<file path="src/rtl/htcef_defs.svh">
// Command codes, bit positions and reset values for the transfer count and event flag block.
// Assumes a 16-bit host data path and one 25 MHz system clock.
`ifndef HTCEF_DEFS_SVH
`define HTCEF_DEFS_SVH

`define HTCEF_RD_DMA     8'h21
`define HTCEF_WR_DMA     8'ha1
`define HTCEF_RD_COUNT   8'h22
`define HTCEF_WR_COUNT   8'ha2
`define HTCEF_RD_FLAGS   8'h24
`define HTCEF_WR_FLAGS   8'ha4
`define HTCEF_RD_MASK    8'h25
`define HTCEF_WR_MASK    8'ha5

`define HTCEF_FLAG_SOF   0
`define HTCEF_FLAG_ATL   1
`define HTCEF_FLAG_EOT   2
`define HTCEF_FLAG_RSVD  3
`define HTCEF_FLAG_OPR   4
`define HTCEF_FLAG_SUSP  5
`define HTCEF_FLAG_CLK   6
`define HTCEF_NFLAGS     7

`define HTCEF_DMA_CNT_BIT 2
`define HTCEF_DMA_RUN_BIT 4
`define HTCEF_DMA_BITS    7

`define HTCEF_ZERO16     16'h0000
`define HTCEF_ZERO7      7'h00
`define HTCEF_ZERO9      9'h000
`define HTCEF_ZERO14     14'h0000

`endif

</file>
<file path="src/rtl/htcef_pkg.sv">
// Types shared by the transfer count and event flag block.
// Assumes the constants header is compiled alongside.
package htcef_pkg;

  typedef struct packed {
    logic        strobe;
    logic [7:0]  code;
    logic [15:0] wdata;
  } htcef_cmd_t;

  typedef struct packed {
    logic sof_mark;
    logic async_ready;
    logic core_event;
    logic sleep_entered;
    logic clk_ready;
  } htcef_evt_t;

  typedef enum logic [3:0] {
    ST_IDLE    = 4'b0001,
    ST_PIO     = 4'b0010,
    ST_DMA_CNT = 4'b0100,
    ST_DMA_EXT = 4'b1000
  } htcef_state_t;

endpackage

</file>
<file path="src/rtl/htcef_flag_bit.sv">
// One sticky event flag: set by hardware, cleared by a write of one.
// Assumes set and clear are single-cycle pulses on the same clock.
`timescale 1ns/1ns
`default_nettype none
module htcef_flag_bit (
  input  wire logic clock,    // System clock.
  input  wire logic reset,    // Asynchronous reset, active high.
  input  wire logic set_in,   // Event pulse.
  input  wire logic clr_in,   // Write-one-to-clear pulse.
  output logic      flag_reg  // Sticky flag.
);
  logic flag_next;

  // An event in the clearing cycle must not be lost, so set wins.
  always_comb begin
    flag_next = (flag_reg & ~clr_in) | set_in;
  end

  always_ff @(posedge clock or posedge reset) begin
    if (reset) begin
      flag_reg <= 1'b0;
    end else begin
      flag_reg <= flag_next;
    end
  end
endmodule
`default_nettype wire

</file>
<file path="src/rtl/htcef_top.sv">
// Transfer byte counter and processor event flags with interrupt pin gating.
// Assumes the command port, events and irq_pin_on come from logic on the same clock.
// Summary of operation
// - DMA counter takes the byte count only when dma_count_use is set.
// - Count reached raises end event, sets flag 2 and signals fill state update.
// - Byte count read with code 22, written with code A2.
// - Byte count is 16 bits, read/write, reset to zero.
// - Flag drives interrupt pin only when masked in and irq_pin_on set.
// - Reads leave flags; writing a one clears that flag.
// - Flags read with code 24, written with code A4.
// - Flag 6 sets when the clock is ready after wake-up.
// - Flag 5 sets once the host controller has entered suspend.
// - Flag 4 sets when the controller core has pending events.
// - Flag 2 sets on internal or external end of transfer.
// - Flag 1 sets when async list data is ready.
// - Flag 0 sets at each start-of-frame 1 ms mark.
// - All mask bits are zero after reset.
// - With irq_pin_on clear the interrupt pin stays inactive.
// - dma_run clears itself when the DMA transfer completes.
`timescale 1ns/1ns
`default_nettype none
`include "htcef_defs.svh"
module htcef_top
  import htcef_pkg::*;
(
  input  wire logic        clock,            // 25 MHz system clock.
  input  wire logic        reset,            // Asynchronous reset, active high.
  input  wire htcef_cmd_t  cmd,              // Command strobe, code and write data.
  input  wire htcef_evt_t  evt,              // Event pulses from the controller.
  input  wire logic        irq_pin_on,       // Pin enable from hardware setup.
  input  wire logic        xfer_beat,        // One bus beat moved to or from buffer RAM.
  input  wire logic [1:0]  beat_bytes,       // Bytes moved in that beat.
  input  wire logic        ext_end_pin,      // External end-of-transfer pin, active high.
  output logic [15:0]      rd_data_reg,      // Read answer.
  output logic             rd_valid_reg,     // Read answer valid, one cycle.
  output logic             host_irq_pin_reg, // Interrupt pin level, active high.
  output logic             xfer_end_reg,     // End-of-transfer pulse.
  output logic             fill_update_reg,  // Buffer fill state update pulse.
  output logic             dma_run_reg       // DMA run bit.
);
  logic [15:0] count_reg, count_next;
  logic [15:0] remain_reg, remain_next;
  logic [6:0]  mask_reg, mask_next;
  logic [6:0]  dma_reg, dma_next;
  htcef_state_t state_reg, state_next;
  logic        end_pulse;
  logic [15:0] rd_data_next;
  logic        rd_valid_next, irq_next;
  logic [6:0]  flags, flag_set, flag_clr;
  logic        sync1_reg, sync2_reg, sync3_reg, ext_lvl_reg, ext_lvl_next;
  logic        ext_rise;
  logic        wr_cnt, wr_dma, wr_flg, wr_msk, last_beat;

  assign wr_cnt    = cmd.strobe && (cmd.code == `HTCEF_WR_COUNT);
  assign wr_dma    = cmd.strobe && (cmd.code == `HTCEF_WR_DMA);
  assign wr_flg    = cmd.strobe && (cmd.code == `HTCEF_WR_FLAGS);
  assign wr_msk    = cmd.strobe && (cmd.code == `HTCEF_WR_MASK);
  assign last_beat = xfer_beat && (remain_reg <= {`HTCEF_ZERO14, beat_bytes});
  assign dma_run_reg = dma_reg[`HTCEF_DMA_RUN_BIT];

  // External pin: the level moves only when the second and third stages agree.
  always_comb begin
    ext_lvl_next = (sync2_reg == sync3_reg) ? sync3_reg : ext_lvl_reg;
  end

  always_ff @(posedge clock or posedge reset) begin
    if (reset) begin
      sync1_reg   <= 1'b0;
      sync2_reg   <= 1'b0;
      sync3_reg   <= 1'b0;
      ext_lvl_reg <= 1'b0;
    end else begin
      sync1_reg   <= ext_end_pin;
      sync2_reg   <= sync1_reg;
      sync3_reg   <= sync2_reg;
      ext_lvl_reg <= ext_lvl_next;
    end
  end

  assign ext_rise = ext_lvl_next && !ext_lvl_reg;

  // Transfer sequencing. A byte count or DMA write in the same cycle as a beat takes priority.
  always_comb begin
    count_next  = count_reg;
    remain_next = remain_reg;
    dma_next    = dma_reg;
    mask_next   = mask_reg;
    state_next  = state_reg;
    end_pulse   = 1'b0;
    if (wr_msk) begin
      mask_next = cmd.wdata[6:0];
    end
    if (wr_cnt) begin
      count_next  = cmd.wdata;
      remain_next = cmd.wdata;
      state_next  = (cmd.wdata != `HTCEF_ZERO16) ? ST_PIO : ST_IDLE;
    end else if (wr_dma) begin
      dma_next = cmd.wdata[6:0];
      if (!cmd.wdata[`HTCEF_DMA_RUN_BIT]) begin
        state_next = ST_IDLE;
      end else if (cmd.wdata[`HTCEF_DMA_CNT_BIT]) begin
        remain_next = count_reg;
        state_next  = (count_reg != `HTCEF_ZERO16) ? ST_DMA_CNT : ST_IDLE;
      end else begin
        state_next = ST_DMA_EXT;
      end
    end else begin
      case (state_reg)
        ST_IDLE: begin
          state_next = ST_IDLE;
        end
        ST_PIO, ST_DMA_CNT: begin
          if (last_beat) begin
            end_pulse   = 1'b1;
            remain_next = `HTCEF_ZERO16;
            state_next  = ST_IDLE;
          end else if (xfer_beat) begin
            remain_next = remain_reg - {`HTCEF_ZERO14, beat_bytes};
          end
        end
        ST_DMA_EXT: begin
          if (ext_rise) begin
            end_pulse  = 1'b1;
            state_next = ST_IDLE;
          end
        end
        default: begin
          state_next = ST_IDLE;
        end
      endcase
      if (end_pulse && (state_reg != ST_PIO)) begin
        dma_next[`HTCEF_DMA_RUN_BIT] = 1'b0;
      end
    end
  end

  always_ff @(posedge clock or posedge reset) begin
    if (reset) begin
      count_reg       <= `HTCEF_ZERO16;
      remain_reg      <= `HTCEF_ZERO16;
      dma_reg         <= `HTCEF_ZERO7;
      mask_reg        <= `HTCEF_ZERO7;
      state_reg       <= ST_IDLE;
      xfer_end_reg    <= 1'b0;
      fill_update_reg <= 1'b0;
    end else begin
      count_reg       <= count_next;
      remain_reg      <= remain_next;
      dma_reg         <= dma_next;
      mask_reg        <= mask_next;
      state_reg       <= state_next;
      xfer_end_reg    <= end_pulse;
      fill_update_reg <= end_pulse;
    end
  end

  // Event flags; the reserved position is never built, so it reads zero.
  always_comb begin
    flag_set = `HTCEF_ZERO7;
    flag_set[`HTCEF_FLAG_SOF]  = evt.sof_mark;
    flag_set[`HTCEF_FLAG_ATL]  = evt.async_ready;
    flag_set[`HTCEF_FLAG_EOT]  = end_pulse;
    flag_set[`HTCEF_FLAG_OPR]  = evt.core_event;
    flag_set[`HTCEF_FLAG_SUSP] = evt.sleep_entered;
    flag_set[`HTCEF_FLAG_CLK]  = evt.clk_ready;
    flag_clr = wr_flg ? cmd.wdata[6:0] : `HTCEF_ZERO7;
  end

  genvar gi;
  generate
    for (gi = 0; gi < `HTCEF_NFLAGS; gi++) begin : g_flag
      if (gi == `HTCEF_FLAG_RSVD) begin : g_rsvd
        assign flags[gi] = 1'b0;
      end else begin : g_bit
        htcef_flag_bit u_flag (
          .clock    (clock),
          .reset    (reset),
          .set_in   (flag_set[gi]),
          .clr_in   (flag_clr[gi]),
          .flag_reg (flags[gi])
        );
      end
    end
  endgenerate

  // Read answers and interrupt pin; unmapped codes get no answer.
  always_comb begin
    rd_data_next  = `HTCEF_ZERO16;
    rd_valid_next = 1'b0;
    irq_next      = irq_pin_on && ((flags & mask_reg) != `HTCEF_ZERO7);
    if (cmd.strobe) begin
      case (cmd.code)
        `HTCEF_RD_COUNT: begin
          rd_data_next  = count_reg;
          rd_valid_next = 1'b1;
        end
        `HTCEF_RD_FLAGS: begin
          rd_data_next  = {`HTCEF_ZERO9, flags};
          rd_valid_next = 1'b1;
        end
        `HTCEF_RD_MASK: begin
          rd_data_next  = {`HTCEF_ZERO9, mask_reg};
          rd_valid_next = 1'b1;
        end
        `HTCEF_RD_DMA: begin
          rd_data_next  = {`HTCEF_ZERO9, dma_reg};
          rd_valid_next = 1'b1;
        end
        default: begin
          rd_valid_next = 1'b0;
        end
      endcase
    end
  end

  always_ff @(posedge clock or posedge reset) begin
    if (reset) begin
      rd_data_reg      <= `HTCEF_ZERO16;
      rd_valid_reg     <= 1'b0;
      host_irq_pin_reg <= 1'b0;
    end else begin
      rd_data_reg      <= rd_data_next;
      rd_valid_reg     <= rd_valid_next;
      host_irq_pin_reg <= irq_next;
    end
  end
endmodule
`default_nettype wire

</file>
<file path="config.mk">
export PLATFORM = sky130hd
export DESIGN_NAME = htcef_top
export DESIGN_NICKNAME = d
export VERILOG_FILES = /design/src/rtl/htcef_pkg.sv /design/src/rtl/htcef_flag_bit.sv /design/src/rtl/htcef_top.sv
export VERILOG_INCLUDE_DIRS = /design/src /design/src/rtl
export SDC_FILE = /design/constraint.sdc
export NUM_CORES = 1
export LEC_CHECK = 0
export BUFFER_PORTS_ARGS = -buffer_cell sky130_fd_sc_hd__buf_4
export CAP_MARGIN = 0
export CORE_MARGIN = 8
export CORE_UTILIZATION = 40
export CTS_CLUSTER_DIAMETER = 100
export DETAILED_ROUTE_END_ITERATION = 12
export GPL_TIMING_DRIVEN = 0
export PLACE_DENSITY = 0.57
export SLEW_MARGIN = 20
export SYNTH_ARGS = -nofsm -noshare
export SYNTH_HDL_FRONTEND = slang
export SYNTH_SLANG_ARGS = --single-unit
</file>
<file path="constraint.sdc">
create_clock -name clock -period 3.27 [get_ports clock]
set_clock_uncertainty 0.15 [all_clocks]
set_input_delay 0 -clock clock [delete_from_list [all_inputs] [get_ports clock]]
set_output_delay 0 -clock clock [all_outputs]
set_load 0.01 [all_outputs]
</file>
==> impl_metrics.ini <==
[layout]
num_antenna_cells = 0
area_growth_pct = 30.4
final_layout_size_suffix_gt1_frac = 0.295
final_cell_mix = 78 x dfrtp_1, 58 x buf_4, 29 x dlygate4sd3_1
final_cells = 590
final_common_cell = dfrtp_1
fin_nets = 492

[logic_synthesis]
synthesis.nets = 395
synth_warnings = 0
async_flop_share = 1.00
synth_seq_cells = 79
ys.flop_type = dfrtp_1
synthCells = 355
ys_types = 63
syn_area_per_cell_um2 = 10.9
synth-edff-count = 0
ys_seq_area_frac = 0.510
syn_area_um2 = 3880

[pwr]
p_clk_frac = 0.418
cellLeakagePower_nw = 2.21
p_per_area_nw_per_um2 = 432
intPower_mw = 1.66
peakVddDrop_uv = 218
p_switching_mw = 0.531
netSwitchingFraction = 0.242
seqPwrFrac = 0.476
power_frac_comb = 0.106

[placement]
hpwlAfterDp_um = 8050
gp_congestion = 0.835
port_buffers = 56
dpl.cell_count = 545

[clock_tree]
path_clk_slew_ps = 90
postCtsResizedCells = 0
cts.path.max_buffers = 2
clk_latency_ps = 350
cts_tree = built
h-tree-depth = 3
cts_sinks = 79
root_buffer = clkbuf_8
cts_buffers = 9

[global_routing]
grt_pass1_wl_um = 18400
grt_max_degree = 53
grt_use_total = 0.179
grt_pass1_vias = 3491
grt_overflow_total = 0
antenna_found_initial = 0

[die]
row_count = 36
pin_count = 58
die_h_um = 115
initial_utilization = 0.405
coreArea_um2 = 9590
die_w_um = 115
die_area_um2 = 13100

[job]
drv_cap = 0

[sta]
setup_viol = 0
drv_slew = 0
slew_headroom = 0.406
setup_tns_ps = 0
timing.fmax_ghz = 0.355
fin_crit_sh = 0.862
tightest_slew_ps = 881
hold_viol = 0
rsz0062_at_grt = false
min_period_ps = 2820

[setup_path]
startpoint = remain_reg[0]$_DFFE_PP0P_
critical_path_arrival_ps = 2910
crit_path_start_kind = register
cp-end-kind = register
worstSetupPathDepth = 11
path_buf_inv = 4
crit_end = remain_reg[6]$_DFFE_PP0P_
slowest_delay_ps = 450
reg2reg_slack_ps = 450
path_cells = inv_1 -> ha_1 -> inv_1 -> fa_1 -> a21boi_0 -> and4b_1 -> buf_2 -> a21o_2 -> buf_2 -> o22ai_1 -> a22o_2
r2r-start = remain_reg[0]$_DFFE_PP0P_
critPathTopFamily = compound AO/OA/AOI/OAI gates
critPathRequiredTime_ps = 3370
reg2reg_to = remain_reg[6]$_DFFE_PP0P_
r2r_cells = 11
slowest_stage = fa_1
path_max_fanout = 10
worstSetupPathType = reg2reg

[route]
drt_wl_total_um = 11000
firstDrtPassIters = 5
initialDrtViolationCount = 237
wire_per_inst_um = 18.7
drc = 0
vias = 3365
viasPerCell = 5.70
ant_nets = 0

[status]
status = finished, final reports clean

[hold_path]
hold_class = in2async
==> worst reg2reg max path: cells and delay by family, from the launching register on <==
family / cells / cell delay, ps
adders and majority gates: 2 / 600
and+or+nand+nor: 1 / 240
DFF: 1 / 380
AOI/OAI and AO/OA: 4 / 790
buffers and inverters: 4 / 560
==> cells in the mapped netlist (3+ instances only) <==
library cell	count	area, um^2
mux2_2	27	304
nor4_1	11	68.8
a222oi_1	5	50.1
nand3_1	4	20.0
and3_1	10	62.6
nand2b_1	4	25.0
inv_1	13	48.8
clkbuf_1	3	11.3
dfrtp_1	78	1950
a22oi_1	26	195
nor4b_1	4	35.0
o21ai_0	20	100
nor3_1	12	60.1
a21o_1	7	52.6
a21oi_1	17	85.1
o2bb2ai_1	3	26.3
o22ai_1	4	25.0
nor2_1	20	75.1
nand2_1	17	63.8
a22o_1	8	70.1
buf_2	10	50.1
==> cells by family after synthesis <==
kind of cell               after synthesis  synth area share
xor gates and xnor gates                 2           0.00451
buffers and inverters                   28            0.0322
and+or+nand+nor                        107             0.166
AOI/OAI and AO/OA                      108             0.195
adders and majority gates                4            0.0142
muxes                                   27            0.0783
DFF                                     79             0.510
==> metrics by stage <==
stage | instance area [um^2] | hold WS [ps] | power [mW] | util | setup WS (ps)
2_1_floorplan | 3880 | -119 | 1.17 | - | 764
3_3_place_gp | 4470 | -38.6 | 1.26 | 0.466 | 94.9
3_5_place_dp | 4520 | -127 | 1.27 | 0.471 | 477
4_1_cts | 5060 | 37.1 | 2.21 | 0.528 | 462
5_1_grt | 5060 | 77.8 | 2.27 | 0.528 | 261
6_report | 5060 | 37.9 | 2.19 | 0.528 | 452
==> cell type report <==
cell class	count	area, um^2
Timing Repair Buffer	86	738
Tap cell	133	166
Buffer	15	76.3
Inverter	13	51.3
Clock inverter	6	116
Fill cell	855	4530
Sequential cell	79	1980
Multi-Input combinational cell	248	1800
Clock buffer	10	138
==> power groups by stage <==
stage / clock [mW] / sequential (mW) / combinational, mW
5_1_grt: 0.963 / 1.05 / 0.259
3_5_place_dp: 0 / 1.06 / 0.210
6_report: 0.915 / 1.04 / 0.232
3_3_place_gp: 0 / 1.06 / 0.200
2_1_floorplan: 0 / 1.05 / 0.116
4_1_cts: 0.932 / 1.04 / 0.234
==> worst min path at each step <==
stage          slack, ps  cells past startpoint   startpoint                  endpoint
2_1_floorplan       -120                      0  ext_end_pin       sync1_reg$_DFF_PP0_
3_3_place_gp         -40                      1  ext_end_pin       sync1_reg$_DFF_PP0_
3_5_place_dp        -130                      2        reset  rd_data_reg[9]$_DFF_PP0_
4_1_cts               40                      3        reset  rd_data_reg[9]$_DFF_PP0_
5_1_grt               80                      3        reset  rd_data_reg[9]$_DFF_PP0_
6_report              40                      3        reset  rd_data_reg[9]$_DFF_PP0_
==> what timing repair did <==
| action | CTS | global route |
|---|---|---|
| buffers inserted | 0 | 0 |
| endpoints found under the hold margin | 127 | 0 |
| hold buffers | 29 | 0 |
==> routing by layer <==
metal | wire length (um) | track usage
met3 | 819 | 0.0459
met4 | 178 | 0.0541
met2 | 5140 | 0.281
met1 | 4900 | 0.235
met5 | 0 | 0
Power figures use the tool's default switching activity.
